--- src/logic/exp_bus_pkg.sv ---
// Shared constants and carriers for the expansion bus access sequencer
// What this block does
// - The address phase lasts its parameter plus one clock, with the parameter held to at least 2.
// - The setup phase lasts its parameter plus one clock, with the parameter held to at least 2.
// - The strobe phase lasts its parameter plus one clock, with the parameter held to at least 1.
// - The address and strobe phases never advance while the peripheral reports not ready.
// - After not ready clears, the current phase is held for at least one more clock.
// - Not ready may rise at any clock, so it is sampled every cycle of an access.
// - A recovery phase of 2 to 17 cycles separates successive accesses.
// - Without wait, the data strobe pulse should last 4 to 5 bus clocks; here it lasts its parameter plus one, 2 to 16 clocks.
// - On a simplex write, write data stays driven for a fixed 4 cycles after the strobe rises.
// - Every phase length and count is in periods of the bus clock.
// - The address is driven in the same cycle as the chip select is asserted.
// - One shared active-low wait input serves chip selects 0 to 7 in both strobe styles.
// - Synchronous writes in the separate-strobe style ignore the wait input.
// - If wait clears before the programmed strobe length, the strobe phase ends early.
package exp_bus_pkg;
	localparam int unsigned ADDR_W         = 24;
	localparam int unsigned DATA_W         = 16;
	localparam int unsigned CS_NUM         = 8;
	localparam int unsigned PARAM_W        = 4;
	localparam int unsigned REC_W          = 5;
	localparam int unsigned CNT_W          = 6;
	localparam logic [PARAM_W-1:0] ADDR_PARAM_MIN  = 4'h2;
	localparam logic [PARAM_W-1:0] SETUP_PARAM_MIN = 4'h2;
	localparam logic [PARAM_W-1:0] STRB_PARAM_MIN  = 4'h1;
	localparam logic [REC_W-1:0]   REC_MIN         = 5'h02;
	localparam logic [REC_W-1:0]   REC_MAX         = 5'h11;
	localparam logic [CNT_W-1:0]   HOLD_CYC        = 6'h04;

	typedef enum logic
	{
		STYLE_SEPARATE,
		STYLE_COMBINED
	} strobe_style_t;

	typedef struct packed
	{
		logic [ADDR_W-1:0]      addr;
		logic [DATA_W-1:0]      wdata;
		logic                   write;
		logic                   sync;
		strobe_style_t          style;
		logic [2:0]             cs;
	} access_req_t;

	typedef struct packed
	{
		logic [PARAM_W-1:0] address_phase_param;
		logic [PARAM_W-1:0] setup_phase_param;
		logic [PARAM_W-1:0] strobe_phase_param;
		logic [REC_W-1:0]   recovery_phase_param;
	} phase_cfg_t;
endpackage

--- src/logic/exp_bus_seq.sv ---
// Expansion bus access sequencer with not-ready and wait handshakes
`timescale 1ns/1ps
module exp_bus_seq
(
	input  wire logic                              clk,
	input  wire logic                              rst_b,
	input  wire logic                              req_valid,
	output logic                                   req_ready,
	input  wire exp_bus_pkg::access_req_t          req,
	input  wire exp_bus_pkg::phase_cfg_t           cfg,
	output logic                                   rd_valid,
	output logic [exp_bus_pkg::DATA_W-1:0]         rd_data,
	output logic [exp_bus_pkg::CS_NUM-1:0]         chip_select_low,
	output logic [exp_bus_pkg::ADDR_W-1:0]         bus_addr,
	output logic                                   host_data_strobe_low,
	output logic                                   bus_write,
	output logic [exp_bus_pkg::DATA_W-1:0]         bus_data_out,
	output logic                                   bus_data_oe,
	input  wire logic [exp_bus_pkg::DATA_W-1:0]    bus_data_in,
	input  wire logic                              host_not_ready,
	input  wire logic                              io_wait_low
);
	typedef enum logic [2:0]
	{
		ST_IDLE,
		ST_ADDR,
		ST_SETUP,
		ST_STROBE,
		ST_HOLD,
		ST_RECOV
	} phase_t;

	phase_t                               state_q;
	phase_t                               state_d;
	exp_bus_pkg::access_req_t             req_q;
	logic [exp_bus_pkg::CNT_W-1:0]        cnt_q;
	logic [1:0]                           nr_sync_q;
	logic [1:0]                           wt_sync_q;
	logic [exp_bus_pkg::DATA_W-1:0]       din_s0_q;
	logic [exp_bus_pkg::DATA_W-1:0]       din_s1_q;
	logic                                 nr_prev_q;
	logic                                 waited_q;
	logic                                 rd_valid_q;
	logic [exp_bus_pkg::DATA_W-1:0]       rd_data_q;
	logic                                 not_ready;
	logic                                 wait_used;
	logic                                 wait_now;
	logic                                 nr_clear;
	logic [exp_bus_pkg::CNT_W-1:0]        addr_p;
	logic [exp_bus_pkg::CNT_W-1:0]        setup_p;
	logic [exp_bus_pkg::CNT_W-1:0]        strb_p;
	logic [exp_bus_pkg::CNT_W-1:0]        rec_p;
	logic                                 strobe_end;

	// Raise a phase parameter to its floor, widened to the counter
	function automatic logic [exp_bus_pkg::CNT_W-1:0] floor_param
	(
		input logic [exp_bus_pkg::PARAM_W-1:0] v,
		input logic [exp_bus_pkg::PARAM_W-1:0] lo
	);
		logic [exp_bus_pkg::PARAM_W-1:0] r;
		r = (v < lo) ? lo : v;
		return {2'h0, r};
	endfunction

	// Counts end at param, so each phase spans param plus one clocks
	assign addr_p  = floor_param(cfg.address_phase_param, exp_bus_pkg::ADDR_PARAM_MIN);
	assign setup_p = floor_param(cfg.setup_phase_param, exp_bus_pkg::SETUP_PARAM_MIN);
	assign strb_p  = floor_param(cfg.strobe_phase_param, exp_bus_pkg::STRB_PARAM_MIN);

	// Recovery held to its documented window; counter ends at length minus one
	always_comb
	begin
		logic [exp_bus_pkg::REC_W-1:0] r;
		r = cfg.recovery_phase_param;
		if (r < exp_bus_pkg::REC_MIN)
			r = exp_bus_pkg::REC_MIN;
		else if (r > exp_bus_pkg::REC_MAX)
			r = exp_bus_pkg::REC_MAX;
		rec_p = {1'h0, r} - 6'h01;
	end

	// Two-flop synchronisers; only the second stage feeds logic
	always_ff @(posedge clk or negedge rst_b)
	begin
		if (!rst_b)
		begin
			nr_sync_q   <= 2'h0;
			wt_sync_q   <= 2'h3;
			din_s0_q    <= 16'h0000;
			din_s1_q    <= 16'h0000;
		end
		else
		begin
			nr_sync_q   <= {nr_sync_q[0], host_not_ready};
			wt_sync_q   <= {wt_sync_q[0], io_wait_low};
			din_s0_q    <= bus_data_in;
			din_s1_q    <= din_s0_q;
		end
	end

	assign not_ready = nr_sync_q[1];
	// Wait only counts while a strobe runs; idle level is the board's job
	assign wait_used = !(req_q.style == exp_bus_pkg::STYLE_SEPARATE && req_q.sync && req_q.write);
	assign wait_now  = wait_used && !wt_sync_q[1];
	// One extra clock after not ready clears, hence the delayed copy
	assign nr_clear  = !not_ready && !nr_prev_q;

	// Early end once wait has come and gone; otherwise programmed length, stretched by wait
	assign strobe_end = nr_clear && !wait_now && (waited_q || cnt_q >= strb_p);

	// Phase sequencing
	always_comb
	begin
		state_d = state_q;
		case (state_q)
			ST_IDLE:
				if (req_valid)
					state_d = ST_ADDR;
			ST_ADDR:
				if (cnt_q >= addr_p && nr_clear)
					state_d = ST_SETUP;
			ST_SETUP:
				if (cnt_q >= setup_p)
					state_d = ST_STROBE;
			ST_STROBE:
				if (strobe_end)
					state_d = req_q.write ? ST_HOLD : ST_RECOV;
			ST_HOLD:
				if (cnt_q >= exp_bus_pkg::HOLD_CYC - 6'h01)
					state_d = ST_RECOV;
			ST_RECOV:
				if (cnt_q >= rec_p)
					state_d = ST_IDLE;
			default:
				state_d = ST_IDLE;
		endcase
	end

	always_ff @(posedge clk or negedge rst_b)
	begin
		if (!rst_b)
			state_q <= ST_IDLE;
		else
			state_q <= state_d;
	end

	// Phase cycle counter, cleared on every phase change
	always_ff @(posedge clk or negedge rst_b)
	begin
		if (!rst_b)
			cnt_q <= 6'h00;
		else if (state_d != state_q)
			cnt_q <= 6'h00;
		else if (cnt_q != 6'h3f)
			cnt_q <= cnt_q + 6'h01;
	end

	// Not-ready history, sampled on every cycle of an access
	always_ff @(posedge clk or negedge rst_b)
	begin
		if (!rst_b)
			nr_prev_q <= 1'b0;
		else
			nr_prev_q <= not_ready;
	end

	// Remembers that wait was seen in the current strobe
	always_ff @(posedge clk or negedge rst_b)
	begin
		if (!rst_b)
			waited_q <= 1'b0;
		else if (state_q != ST_STROBE)
			waited_q <= 1'b0;
		else if (wait_now)
			waited_q <= 1'b1;
	end

	// Request capture; held stable for the whole access
	always_ff @(posedge clk or negedge rst_b)
	begin
		if (!rst_b)
			req_q <= '0;
		else if (state_q == ST_IDLE && req_valid)
			req_q <= req;
	end

	// Read data taken from the synchronised bus at strobe end
	always_ff @(posedge clk or negedge rst_b)
	begin
		if (!rst_b)
		begin
			rd_valid_q <= 1'b0;
			rd_data_q  <= 16'h0000;
		end
		else
		begin
			rd_valid_q <= state_q == ST_STROBE && strobe_end && !req_q.write;
			if (state_q == ST_STROBE && strobe_end && !req_q.write)
				rd_data_q <= din_s1_q;
		end
	end

	assign req_ready = state_q == ST_IDLE;
	assign rd_valid  = rd_valid_q;
	assign rd_data   = rd_data_q;

	// Pin decode from registered state; address and select share one flop set
	always_comb
	begin
		chip_select_low = 8'hff;
		if (state_q != ST_IDLE && state_q != ST_RECOV)
			chip_select_low[req_q.cs] = 1'b0;
	end

	assign bus_addr             = (state_q == ST_IDLE) ? 24'h000000 : req_q.addr;
	assign host_data_strobe_low = state_q != ST_STROBE;
	assign bus_write            = req_q.write && state_q != ST_IDLE;
	assign bus_data_out         = req_q.wdata;
	// Write data kept on the pins through the hold phase after the strobe rises
	assign bus_data_oe          = req_q.write && (state_q == ST_SETUP || state_q == ST_STROBE
	                              || state_q == ST_HOLD);

	a_addr_len: assert property (@(posedge clk) disable iff (!rst_b)
		(state_q == ST_ADDR && state_d == ST_SETUP) |-> cnt_q >= addr_p && cnt_q >= 6'h02)
		else $error("address phase too short");

	a_setup_len: assert property (@(posedge clk) disable iff (!rst_b)
		(state_q == ST_SETUP && state_d != ST_SETUP) |-> cnt_q == setup_p)
		else $error("setup phase length wrong");

	a_strobe_len: assert property (@(posedge clk) disable iff (!rst_b)
		(state_q == ST_STROBE && state_d != ST_STROBE && !waited_q) |-> cnt_q >= strb_p)
		else $error("strobe phase ended early without wait");

	a_nr_holds: assert property (@(posedge clk) disable iff (!rst_b)
		((state_q == ST_ADDR || state_q == ST_STROBE) && not_ready) |=> state_q == $past(state_q))
		else $error("phase left while not ready");

	a_nr_extra: assert property (@(posedge clk) disable iff (!rst_b)
		((state_q == ST_ADDR || state_q == ST_STROBE) && $fell(not_ready)) |=> $stable(state_q))
		else $error("no extra clock after not ready cleared");

	a_recov_len: assert property (@(posedge clk) disable iff (!rst_b)
		$rose(state_q == ST_RECOV) |-> (state_q == ST_RECOV)[*2])
		else $error("recovery shorter than two cycles");

	a_cs_addr: assert property (@(posedge clk) disable iff (!rst_b)
		(chip_select_low != 8'hff) |-> bus_addr == req_q.addr && !chip_select_low[req_q.cs])
		else $error("address not driven with chip select");

	a_wait_ignored: assert property (@(posedge clk) disable iff (!rst_b)
		(state_q == ST_STROBE && !wait_used && cnt_q >= strb_p && nr_clear) |=> state_q != ST_STROBE)
		else $error("wait not ignored on synchronous write");

	a_wait_extend: assert property (@(posedge clk) disable iff (!rst_b)
		(state_q == ST_STROBE && wait_now) |=> state_q == ST_STROBE)
		else $error("strobe ended while wait asserted");

	a_write_hold: assert property (@(posedge clk) disable iff (!rst_b)
		(state_q == ST_STROBE && state_d == ST_HOLD) |=> bus_data_oe[*4])
		else $error("write data hold too short");
endmodule

--- config.mk ---
export PLATFORM = sky130hd
export DESIGN_NAME = exp_bus_seq
export DESIGN_NICKNAME = d
export VERILOG_FILES = /design/src/logic/exp_bus_pkg.sv /design/src/logic/exp_bus_seq.sv
export SDC_FILE = /design/constraint.sdc
export NUM_CORES = 1
export LEC_CHECK = 0
export ABC_AREA = 0
export ABC_CLOCK_PERIOD_IN_PS = 4800
export BUFFER_PORTS_ARGS = -buffer_cell sky130_fd_sc_hd__buf_2
export CORE_AREA = 2 2 96 98
export CTS_BUF_LIST = sky130_fd_sc_hd__clkbuf_8
export DETAILED_ROUTE_END_ITERATION = 16
export DIE_AREA = 0 0 98 100
export GPL_TIMING_DRIVEN = 0
export PLACE_DENSITY = 0.86
export SETUP_SLACK_MARGIN = 0.3
export SLEW_MARGIN = 25
export SYNTH_ARGS = -nofsm -noshare
export SYNTH_HDL_FRONTEND = slang
export SYNTH_SLANG_ARGS = --single-unit
--- constraint.sdc ---
create_clock -name clk -period 4.8 [get_ports clk]
set_clock_uncertainty 0.1 [all_clocks]
set_input_delay 0.24 -clock clk [delete_from_list [all_inputs] [get_ports clk]]
set_output_delay 0.24 -clock clk [all_outputs]
set_load 0.1 [all_outputs]
==> results of run 1 <==
[metrics by stage]
stage                     instance area [um^2]  hold WS, ns
after floorplan                           4860       -0.156
after global placement                    5760        0.231
after detailed placement                  5790        0.130
after CTS                                 6600    0.0000122
after global routing                      6620      0.00376
final                                     6620       0.0252
[flip-flops by register name, summed over array words and instances, names as in the netlist]
register and cells:
req_q 30, bus_data_out 16, din_s0_q 16, din_s1_q 16, rd_data 16, cnt_q 6, state_q 3, nr_sync_q 2
wt_sync_q 2, nr_prev_q 1, rd_valid 1, waited_q 1
[routing by layer]
layer,up-vias,part of all wire
met5,-,0
met3,30,0.046
met2,109,0.54
met4,0,0.031
li1,1709,-
met1,1781,0.39
[area by class of cell]
type                       instances  area share
clock buffer                       9      0.0187
multi-input combinational        215       0.276
clock inverter                     7      0.0119
timing repair buffer             215       0.214
inverter                          14     0.00794
sequential                       110       0.416
buffer                            28      0.0342
antenna                            1    0.000378
tap                              111      0.0210
[how the worst max path moves through the flow]
stage / to / slack [ns] / cells after the start
3_3_place_gp: cnt_q[1] / 1.84 / 14
2_1_floorplan: bus_data_oe / 1.53 / 3
6_report: cnt_q[5] / 2.04 / 14
5_1_grt: cnt_q[2] / 1.92 / 14
3_5_place_dp: cnt_q[5] / 1.67 / 14
4_1_cts: cnt_q[5] / 2.07 / 14
[synthesized netlist by cell type, drive strengths merged, types with 2 or more instances]
library cell  count
a211oi            2
a21oi            13
a31o              2
buf              24
clkbuf            4
dfrtp           108
dfstp             2
ha               20
inv              14
mux2             61
nand2            14
nand2b            2
nand3             7
nand3b            2
nor2             14
nor2b            29
nor3              3
nor3b             3
nor4              3
o211ai            5
o21ai            10
o31a              2
xnor2             2
xor2              2
[cell usage in the layout, fill, tap and decap left out, drive strengths merged, types with 2 or more instances in the layout]
cell           n
dfstp          2
nand2         14
inv           18
xor2           2
clkinv         3
ha            20
nand2b         2
nand3b         2
nor3b          3
o211ai         5
nor4           3
o31a           2
a211oi         2
a21oi         13
nor3           3
nor2          14
dfrtp        108
buf          177
xnor2          2
a31o           2
o21ai         10
nor2b         29
mux2          61
clkbuf        13
dlygate4sd3   62
nand3          7
[kinds of logic (layout without fill, tap and decap cells)]
| kind of cell | count (synthesis) | count (layout) | synth area share |
|---|---|---|---|
| AO/OA/AOI/OAI | 44 | 44 | 0.0641 |
| XOR/XNOR | 4 | 4 | 0.00721 |
| adder cells (fa/ha/maj) | 20 | 20 | 0.0515 |
| buffers and inverters | 42 | 273 | 0.0574 |
| flip-flops | 110 | 110 | 0.567 |
| multiplexers | 62 | 62 | 0.150 |
| other | 1 | 2 | 0.000772 |
| AND/OR/NAND/NOR | 84 | 84 | 0.101 |
[critical path, cell delays in order]
cell	delay (ns)
sky130_fd_sc_hd__buf_2	0.13
sky130_fd_sc_hd__o32a_1	0.35
sky130_fd_sc_hd__a21oi_1	0.23
sky130_fd_sc_hd__ha_1	0.24
sky130_fd_sc_hd__inv_1	0.06
sky130_fd_sc_hd__nor4_1	0.18
sky130_fd_sc_hd__a21oi_1	0.09
sky130_fd_sc_hd__ha_1	0.21
sky130_fd_sc_hd__a211oi_1	0.22
sky130_fd_sc_hd__o21a_1	0.15
sky130_fd_sc_hd__o21ai_0	0.12
sky130_fd_sc_hd__o41a_1	0.17
sky130_fd_sc_hd__a32oi_2	0.41
sky130_fd_sc_hd__nor3b_2	0.10
==> out/summary.txt, run 1 <==
======================================================================================
YS warnings                                                                          0
Total of fill cells in the finished design                                         561
Detailed placement HPWL                                                        7.48 mm
Worst reg2reg path endpoint                                                   cnt_q[5]
Required time at the worst-slack endpoint                                      4.93 ns
Cell count after placement                                                         631
Setup repair after global routing missed its margin                                 no
Kind of critical path                                                           in2reg
Largest driver fanout on the critical path                                           6
Number of enable-type register cells in the synthesized netlist                      0
Antenna-violating nets left                                                          0
Area of combinational cells with multiple inputs                          0.00182 mm^2
Number of violations of the max-capacitance limit                                    0
Layer carrying the most global-route usage                                        met2
TritonRoute pass-1 iters                                                             4
Count of final max-slew check failures                                               0
Met2 GRT Util                                                                    0.433
Post-Synthesis Cell Area                                                  0.00486 mm^2
Number of instances in the synthesized netlist                                     367
Tightest Pin Transition                                                       0.518 ns
Antenna violations before repair                                                     1
Number of sinks handled by clock tree synthesis                                    110
FF/Latch Area                                                             0.00276 mm^2
Final cycle utilization of the critical path                                     0.576
Die Height                                                                      100 um
Minimum period implied by the final worst setup slack                          2.76 ns
Via count                                                                         3629
DR vias/cell                                                                      5.11
Endpoints failing hold                                                               0
# rows                                                                              35
Cell types occupying the most area after synthesis                        sky130_fd_sc_hd__dfrtp_1, sky130_fd_sc_hd__mux2_2, sky130_fd_sc_hd__ha_1
Area leader, netlist                                                      sky130_fd_sc_hd__dfrtp_1
Post-synth cell types                                                               53
Input/output buffers                                                               152
Vias in the first global route                                                    3905
Worst setup SP type                                                       primary input
Number of H-tree branching levels                                                    3
End point of the worst hold path                                              req_q[1]
First-pass GRT wire length                                                     18.2 mm
Worst Reg2Reg Path Length in Cells                                                   8
Count of cells along the worst hold path                                             2
Nets@finish                                                                        697
Initial Util                                                                     0.546
Synth-to-Final Area Change                                                       36.2%
Last weighted congestion value of the routability-driven placer                  0.852
Number of top-level pins                                                           153
Total of cells resized after clock tree synthesis                                    0
Total congestion overflow after global routing                                       0
Area share of the leading cell type in the synthesized netlist                   0.556
Setup slack of the critical path after layout                                  2.04 ns
Drt initial violations                                                              79
Post-placement worst setup slack                                               1.67 ns
Start point of the critical path                                                cfg[3]
Critical Path End Type                                                       flip-flop
Fraction of layout instances using a drive strength above 1                      0.452
Commonest register cell after synthesis                                   sky130_fd_sc_hd__dfrtp_1
Met1 capacity usage during global routing                                        0.262
Outcome                                                                   finished, final reports clean
R2r setup slk                                                                  2.22 ns
Maximum number of pins on one net before global-route repair                        57
Count of buffers added by post-CTS timing repair for setup                           0
TritonCTS clock tree                                                             built
Final std cells w/o fill                                                           710
Root buffer selected by CTS                                               sky130_fd_sc_hd__clkbuf_8
Worst hold path type                                                            in2reg
Post-synth ARST share                                                             1.00
Routed Wire Length                                                             11.3 mm
Fmax                                                                           362 MHz
Normalized max-slew margin                                                       0.657
DRC viols                                                                            0
Data arrival time at the worst-slack endpoint                                  2.90 ns
Syn_nets                                                                           471
Flip-flop and latch count after synthesis                                          110
Clock buffers created by TritonCTS                                                   9
Worst min-delay path startpoint                                                 req[1]
Mapped Avg Cell Area                                                         13.2 um^2
CTS Buffer Depth                                                                     2
Post-synthesis sequential area ratio                                             0.567
Combined global-route utilization of all metal layers                            0.234
Total Negative Setup Slacks                                                       0 ns
Source of the worst register-to-register timing path                          cnt_q[0]
Met3 Resource Use GR                                                            0.0501
Die outline area                                                          0.00980 mm^2
Wirelength per Cell                                                            15.9 um
Clock latency on the worst-skew pair                                           0.36 ns
Hold_buf cts                                                                        61
Count of final setup violators                                                       0
Width of the die                                                                 98 um
Clock slew at the register clock pins of the worst setup and hold paths        0.10 ns
Placeable core region                                                     0.00889 mm^2
Utilization after layout                                                         0.744
======================================================================================
Power of run 1 is left out: the tool's default activity adds up to more than one toggle a clock period on the data nets, which glitch-free logic cannot reach.
==> run 2, diff against run 1 <==
--- a/config.mk
+++ b/config.mk
@@ -5,15 +5,15 @@
 export SDC_FILE = /design/constraint.sdc
 export NUM_CORES = 1
 export LEC_CHECK = 0
-export ABC_AREA = 0
-export ABC_CLOCK_PERIOD_IN_PS = 4800
+export ABC_AREA = 1
+export ABC_CLOCK_PERIOD_IN_PS = 2800
 export BUFFER_PORTS_ARGS = -buffer_cell sky130_fd_sc_hd__buf_2
-export CORE_AREA = 2 2 96 98
+export CORE_AREA = 2 2 100 102
 export CTS_BUF_LIST = sky130_fd_sc_hd__clkbuf_8
 export DETAILED_ROUTE_END_ITERATION = 16
-export DIE_AREA = 0 0 98 100
+export DIE_AREA = 0 0 102 104
 export GPL_TIMING_DRIVEN = 0
-export PLACE_DENSITY = 0.86
+export PLACE_DENSITY = 0.8
 export SETUP_SLACK_MARGIN = 0.3
 export SLEW_MARGIN = 25
 export SYNTH_ARGS = -nofsm -noshare
==> constraint.sdc (replaced) <==
create_clock -name clk -period 2.8 [get_ports clk]
set_clock_uncertainty 0.1 [all_clocks]
set_input_delay 0.14 -clock clk [delete_from_list [all_inputs] [get_ports clk]]
set_output_delay 0.14 -clock clk [all_outputs]
set_load 0.1 [all_outputs]
==> run 2 against run 1 <==
Compared with the run above: register-to-register slack got worse by 1.6 ns; setup slack got worse by 1.6 ns; flip-flop and latch count stayed put; design area rose by 3.1%; routed wire length is 12% higher; global-route usage increased by 1.5 points; final cell count up 26%; core utilization decreased by 3.0 points; highest routed layer unchanged.
==> out/summary.txt, run 2 <==
======================================================================================
Routed Wire Length                                                             12.7 mm   +12%
Setup repair after global routing missed its margin                                yes
Area leader, netlist                                                      sky130_fd_sc_hd__dfrtp_1
Number of top-level pins                                                           153   unchanged
Vias in the first global route                                                    4657   +19%
Fmax                                                                           424 MHz
Detailed placement HPWL                                                        8.04 mm   +7.4%
DR vias/cell                                                                      4.90   -4.2%
Initial Util                                                                     0.512   -0.0343
Tightest Pin Transition                                                       0.514 ns   -0.00419 ns
Total congestion overflow after global routing                                       0   unchanged
Clock buffers created by TritonCTS                                                   9   unchanged
Required time at the worst-slack endpoint                                      2.56 ns   -2.37 ns
TritonCTS clock tree                                                             built
Slowest Stage Delay on Critical Path                                           0.49 ns   +0.08 ns
Die outline area                                                           0.0106 mm^2   +8.2%
Antenna-violating nets left                                                          0   unchanged
CTS Buffer Depth                                                                     2   unchanged
TritonRoute pass-1 iters                                                             5   +1
Most frequent cells after synthesis                                       sky130_fd_sc_hd__nand2_1, sky130_fd_sc_hd__dfrtp_1, sky130_fd_sc_hd__nor2_1
YS warnings                                                                          0   unchanged
Antenna fix cells                                                                    0   -1
Count of final max-slew check failures                                               0   unchanged
Most common cell after layout, fill and taps aside                        sky130_fd_sc_hd__nand2_1
Met2 GRT Util                                                                    0.445   +0.0119
Utilization after layout                                                         0.715   -0.0296
Most frequently used cell type in the post-synthesis netlist              sky130_fd_sc_hd__nand2_1
Cell types occupying the most area after synthesis                        sky130_fd_sc_hd__dfrtp_1, sky130_fd_sc_hd__nand2_1, sky130_fd_sc_hd__nor2_1
Number of H-tree branching levels                                                    3   unchanged
Flip-flop count of the largest register, all copies and words added                 30   unchanged
Layer carrying the most global-route usage                                        met2
Die Height                                                                      104 um   +4.0%
Normalized max-slew margin                                                       0.660   +0.00277
Drt initial violations                                                             204   +160%
Met1 capacity usage during global routing                                        0.283   +0.0204
Maximum number of pins on one net before global-route repair                        57   unchanged
Endpoints failing hold                                                               0   unchanged
Post-synthesis sequential area ratio                                             0.563   -0.00377
Data arrival time at the worst-slack endpoint                                  2.12 ns   -0.78 ns
Commonest register cell after synthesis                                   sky130_fd_sc_hd__dfrtp_1
Input/output buffers                                                               152   unchanged
Worst-path cell chain                                                     inv_1 -> nand2_1 -> clkinv_1 -> buf_2 -> nor2_2 -> buf_4
Total of fill cells in the finished design                                         699   +25%
DRC viols                                                                            0   unchanged
Clock slew at the register clock pins of the worst setup and hold paths        0.12 ns   +0.02 ns
Largest register by flop count                                                   req_q
# rows                                                                              36   +2.9%
First-pass GRT wire length                                                     20.8 mm   +15%
Nets@finish                                                                        860   +23%
Placeable core region                                                     0.00955 mm^2   +7.4%
Top delay family on crit path                                             buffers and inverters
Via count                                                                         4377   +21%
Flip-flop and latch count after synthesis                                          110   unchanged
Mapped Avg Cell Area                                                         9.30 um^2   -30%
Wirelength per Cell                                                            14.2 um   -11%
Antenna violations before repair                                                     0   -1
Post-synth cell types                                                               35   -34%
Fraction of layout instances using a drive strength above 1                      0.310   -0.141
Largest driver fanout on the critical path                                          10   +4
Root buffer selected by CTS                                               sky130_fd_sc_hd__clkbuf_8
Outcome                                                                   finished, final reports clean
Post-synth ARST share                                                             1.00   unchanged
Number of instances in the synthesized netlist                                     526   +43%
Combined global-route utilization of all metal layers                            0.249   +0.0149
Worst hold path type                                                          in2async
Area share of the leading cell type in the synthesized netlist                   0.553   -0.00370
Minimum period implied by the final worst setup slack                          2.36 ns
Clock latency on the worst-skew pair                                           0.38 ns   +0.02 ns
Width of the die                                                                102 um   +4.1%
Leading cell types in the layout, fill and taps excluded                  sky130_fd_sc_hd__nand2_1, sky130_fd_sc_hd__buf_2, sky130_fd_sc_hd__dfrtp_1
R2r setup slk                                                                  0.60 ns   -1.62 ns
Number of violations of the max-capacitance limit                                    0   unchanged
Synth-to-Final Area Change                                                       39.6%
Count of final setup violators                                                       0   unchanged
Final cycle utilization of the critical path                                     0.841
Post-Synthesis Cell Area                                                  0.00489 mm^2   +0.67%
Number of sinks handled by clock tree synthesis                                    110   unchanged
Crit path buffers/inverters                                                          4   +2
Critical Path End Type                                                      output pin
Last weighted congestion value of the routability-driven placer                  0.793   -6.9%
Syn_nets                                                                           630   +34%
Worst setup SP type                                                          flip-flop
Met3 Resource Use GR                                                            0.0464   -0.00377
Kind of critical path                                                          reg2out
Number of enable-type register cells in the synthesized netlist                      0   unchanged
Worst-path cell with the longest stage delay                              sky130_fd_sc_hd__dfrtp_1
======================================================================================
==> run 2: cell types whose count changed after synthesis, sizes merged, moves of 3 or more <==
| cell | before | now |
|---|---|---|
| nor2 | 14 | 72 |
| o211ai | 5 | 0 |
| o21ai | 10 | 36 |
| nor3b | 3 | 0 |
| nor4 | 3 | 0 |
| nor2b | 29 | 0 |
| nand3 | 7 | 12 |
| inv | 14 | 66 |
| a21oi | 13 | 5 |
| nand2 | 14 | 142 |
| mux2 | 61 | 16 |
==> run 2: final cells by class <==
cell class | instances | area (um^2) | area share
inverters | 68 | 255 | 0.0374
multi-input cells | 320 | 1750 | 0.256
plain buffers | 28 | 189 | 0.0277
clock buffers | 9 | 124 | 0.0182
well taps | 133 | 166 | 0.0244
clock inverters | 7 | 73.8 | 0.0108
flip-flops and latches | 110 | 2760 | 0.404
repair buffers | 219 | 1510 | 0.222
==> run 2: path summary, 6_finish.rpt <==
| check | start | to | cells past startpoint |
|---|---|---|---|
| max in group asynchronous | rst_b | req_q[36] | 3 |
| hold reg to reg | nr_sync_q[0] | nr_sync_q[1] | 0 |
| setup / recovery | state_q[2] | bus_addr[17] | 6 |
| hold / removal | rst_b | rd_data[6] | 2 |
| min in group clk | req_valid | bus_data_out[2] | 6 |
| setup reg to reg | cnt_q[0] | rd_data[8] | 12 |
==> run 2: per-layer routing <==
layer  share of wire  up-vias
li1                -     2064
met1            0.39     2121
met2            0.53      156
met3           0.047       36
met4           0.032        0
met5               0        -
==> run 2: repair_timing <==
item / 4_1_cts / 5_1_grt
endpoints found under the setup margin: 9 / 32
setup buffers: 0 / 1
pin swaps: 0 / 1
gates resized for setup: 9 / 21
hold buffers: 65 / 0
endpoints found under the hold margin: 118 / 0
==> run 2: logic make-up (layout without fill, tap and decap cells) <==
| logic type | Yosys count | count (layout) | synth area share |
|---|---|---|---|
| AND/OR/NAND/NOR | 232 | 232 | 0.189 |
| XOR/XNOR | 4 | 4 | 0.00717 |
| multiplexers | 17 | 17 | 0.0458 |
| AO/OA/AOI/OAI | 46 | 46 | 0.0519 |
| other | 1 | 1 | 0.000767 |
| buffers and inverters | 96 | 331 | 0.0906 |
| adder cells (fa/ha/maj) | 20 | 20 | 0.0512 |
| flip-flops | 110 | 110 | 0.563 |
==> run 2: per-stage QoR <==
| stage | cells | hold WS [ns] | cell area (um^2) | setup TNS, ns | worst slack, ns |
|---|---|---|---|---|---|
| 5_1_grt | 894 | 0.209 | 6820 | 0 | 0.257 |
| 3_3_place_gp | 811 | 0.147 | 5870 | 0 | 0.108 |
| 2_1_floorplan | 526 | -0.256 | 4940 | 0 | 0.195 |
| 4_1_cts | 893 | 0.196 | 6770 | 0 | 0.320 |
| 3_5_place_dp | 812 | 0.0331 | 5900 | -0.0353 | -0.0172 |
| 6_report | 894 | 0.184 | 6820 | 0 | 0.444 |
Power of run 2 is left out for the same reason.
==> run 3, diff against run 2 <==
--- a/config.mk
+++ b/config.mk
@@ -6,7 +6,7 @@
 export NUM_CORES = 1
 export LEC_CHECK = 0
 export ABC_AREA = 1
-export ABC_CLOCK_PERIOD_IN_PS = 2800
+export ABC_CLOCK_PERIOD_IN_PS = 2400
 export BUFFER_PORTS_ARGS = -buffer_cell sky130_fd_sc_hd__buf_2
 export CORE_AREA = 2 2 100 102
 export CTS_BUF_LIST = sky130_fd_sc_hd__clkbuf_8
==> constraint.sdc (replaced) <==
create_clock -name clk -period 2.4 [get_ports clk]
set_clock_uncertainty 0.1 [all_clocks]
set_input_delay 0.12 -clock clk [delete_from_list [all_inputs] [get_ports clk]]
set_output_delay 0.12 -clock clk [all_outputs]
set_load 0.1 [all_outputs]
==> run 3 against run 2 <==
Compared with the run above: die area is the same; critical path depth increased by 15; flip-flop and latch count is the same; routed wire length rose by 8.7%; core utilization rose by 4.6 points; non-clock buffer count rose by 21; via count is 2.1% higher; hold slack got worse by 0.077 ns; first-iteration DRC count down 4.4%; count of clock-buffer cells in the layout did not move; global-route usage is 1.2 points higher; final cell count up 2.3%; critical endpoint is now cnt_q[2]; largest cell class unchanged.
==> out/summary.txt, run 3 (synthesis results as in run 2) <==
======================================================================================
Die Height                                                                      104 um   unchanged
Clock slew at the register clock pins of the worst setup and hold paths        0.13 ns   about the same
Met1 capacity usage during global routing                                        0.289   +0.00633
Vias in the first global route                                                    4774   +2.5%
Detailed placement HPWL                                                        8.39 mm   +4.4%
Start point of the critical path                                                cfg[3]
Minimum period implied by the final worst setup slack                          2.29 ns
CTS Buffer Depth                                                                     2   unchanged
Maximum number of pins on one net before global-route repair                        76   +33%
Critical path endpoint                                                        cnt_q[2]
Initial Util                                                                     0.512   unchanged
Flip-flop count of the largest register, all copies and words added                 30   unchanged
Antenna-violating nets left                                                          0   unchanged
Source of the worst register-to-register timing path                          cnt_q[1]
Final std cells w/o fill                                                           915   +2.3%
Most common cell after layout, fill and taps aside                        sky130_fd_sc_hd__buf_2
Antenna fix cells                                                                    0   unchanged
Input/output buffers                                                               152   unchanged
R2r setup slk                                                                  0.21 ns   -0.39 ns
TritonCTS clock tree                                                             built
Layer carrying the most global-route usage                                        met2
Synth-to-Final Area Change                                                       48.6%
Number of top-level pins                                                           153   unchanged
Fmax                                                                           436 MHz
Cell count after placement                                                         812   unchanged
Placeable core region                                                     0.00955 mm^2   unchanged
Met3 Resource Use GR                                                            0.0457   -0.000672
DRC viols                                                                            0   unchanged
DR vias/cell                                                                      4.88   -0.24%
Setup repair after global routing missed its margin                                yes
Via count                                                                         4469   +2.1%
Leading cell types in the layout, fill and taps excluded                  sky130_fd_sc_hd__buf_2, sky130_fd_sc_hd__nand2_1, sky130_fd_sc_hd__dfrtp_1
Routed Wire Length                                                             13.8 mm   +8.7%
Drt initial violations                                                             195   -4.4%
TritonRoute pass-1 iters                                                             4   -1
Antenna violations before repair                                                     0   unchanged
Required time at the worst-slack endpoint                                      2.59 ns   +0.03 ns
Worst Reg2Reg Path Length in Cells                                                  12   unchanged
Largest driver fanout on the critical path                                           6   -4
Nets@finish                                                                        881   +2.4%
Clock buffers created by TritonCTS                                                   9   unchanged
Outcome                                                                   finished, final reports clean
Clock latency on the worst-skew pair                                           0.37 ns   about the same
Endpoints failing hold                                                               0   unchanged
Worst reg2reg path endpoint                                                 state_q[0]
Width of the die                                                                102 um   unchanged
Kind of critical path                                                           in2reg
First-pass GRT wire length                                                     21.9 mm   +5.2%
Met2 GRT Util                                                                    0.477   +0.0324
Number of H-tree branching levels                                                    3   unchanged
Count of final setup violators                                                       0   unchanged
Final cycle utilization of the critical path                                     0.956
Total Negative Setup Slacks                                                       0 ns   unchanged
Number of violations of the max-capacitance limit                                    0   unchanged
Largest register by flop count                                                   req_q
Data arrival time at the worst-slack endpoint                                  2.48 ns   +0.36 ns
Critical Path End Type                                                       flip-flop
Total congestion overflow after global routing                                       0   unchanged
Wirelength per Cell                                                            15.0 um   +6.2%
Worst hold path type                                                          in2async
Root buffer selected by CTS                                               sky130_fd_sc_hd__clkbuf_8
Die outline area                                                           0.0106 mm^2   unchanged
Combined global-route utilization of all metal layers                            0.261   +0.0123
Fraction of layout instances using a drive strength above 1                      0.372   +0.0620
# rows                                                                              36   unchanged
Last weighted congestion value of the routability-driven placer                  0.817   +3.0%
Worst setup SP type                                                       primary input
Count of final max-slew check failures                                               0   unchanged
Number of sinks handled by clock tree synthesis                                    110   unchanged
======================================================================================
[run 3: worst min path at each step]
stage                startpoint              end  slack [ns]  depth (start not counted)
floorplan                 rst_b  bus_data_out[0]       -0.28                          0
detailed placement        rst_b      din_s1_q[0]       -0.06                          1
global route              rst_b       rd_data[2]        0.13                          2
finish                    rst_b       rd_data[2]        0.11                          2
global placement    io_wait_low     wt_sync_q[0]        0.13                          1
CTS                       rst_b      rd_data[10]        0.11                          2
[run 3: final cells by class]
class                   count  area [um^2]
clock inverters             7         85.1
inverters                  68          256
fillers                   659         2280
well taps                 133          166
plain buffers              28          195
clock buffers               9          124
flip-flops and latches    110         2760
multi-input cells         320         1920
repair buffers            240         1760
[run 3: worst max-delay path: stages]
cell,delay [ns]
sky130_fd_sc_hd__buf_8,0.10
sky130_fd_sc_hd__nor2_4,0.11
sky130_fd_sc_hd__nand2_2,0.08
sky130_fd_sc_hd__nand2_2,0.08
sky130_fd_sc_hd__nand2_2,0.05
sky130_fd_sc_hd__o21ai_2,0.06
sky130_fd_sc_hd__ha_2,0.21
sky130_fd_sc_hd__nand3_2,0.08
sky130_fd_sc_hd__xor2_1,0.16
sky130_fd_sc_hd__ha_1,0.29
sky130_fd_sc_hd__nand2_2,0.08
sky130_fd_sc_hd__inv_2,0.05
sky130_fd_sc_hd__a21oi_2,0.13
sky130_fd_sc_hd__nand4_1,0.13
sky130_fd_sc_hd__nor2_2,0.18
sky130_fd_sc_hd__nor2_2,0.06
sky130_fd_sc_hd__nand2_1,0.11
sky130_fd_sc_hd__nand2_1,0.09
sky130_fd_sc_hd__nand2_2,0.08
sky130_fd_sc_hd__nand2_4,0.10
sky130_fd_sc_hd__nor2_2,0.13
[run 3: per-stage QoR]
| stage | setup slack, ns | instance area (um^2) | utilization | hold slack (ns) |
|---|---|---|---|---|
| final | 0.106 | 7270 | 0.761 | 0.107 |
| after global routing | -0.0774 | 7270 | 0.761 | 0.125 |
| after CTS | 0.274 | 7010 | 0.734 | 0.110 |
| after detailed placement | -0.259 | 5950 | 0.623 | -0.0618 |
| after global placement | -0.115 | 5910 | 0.619 | 0.127 |
| after floorplan | -0.0459 | 4980 | - | -0.276 |
[run 3: routing by layer]
layer	up-vias	wire, um
li1	2106	-
met1	2159	5020
met2	157	7640
met3	47	632
met4	0	470
met5	-	0
[run 3: repair_timing]
item	in CTS	in global routing
pin swaps	14	25
setup buffers	10	11
setup endpoints to repair	48	59
cloned	0	1
resized for setup	47	44
hold buffers	65	0
hold endpoints to repair	172	0
Power of run 3 is left out for the same reason.
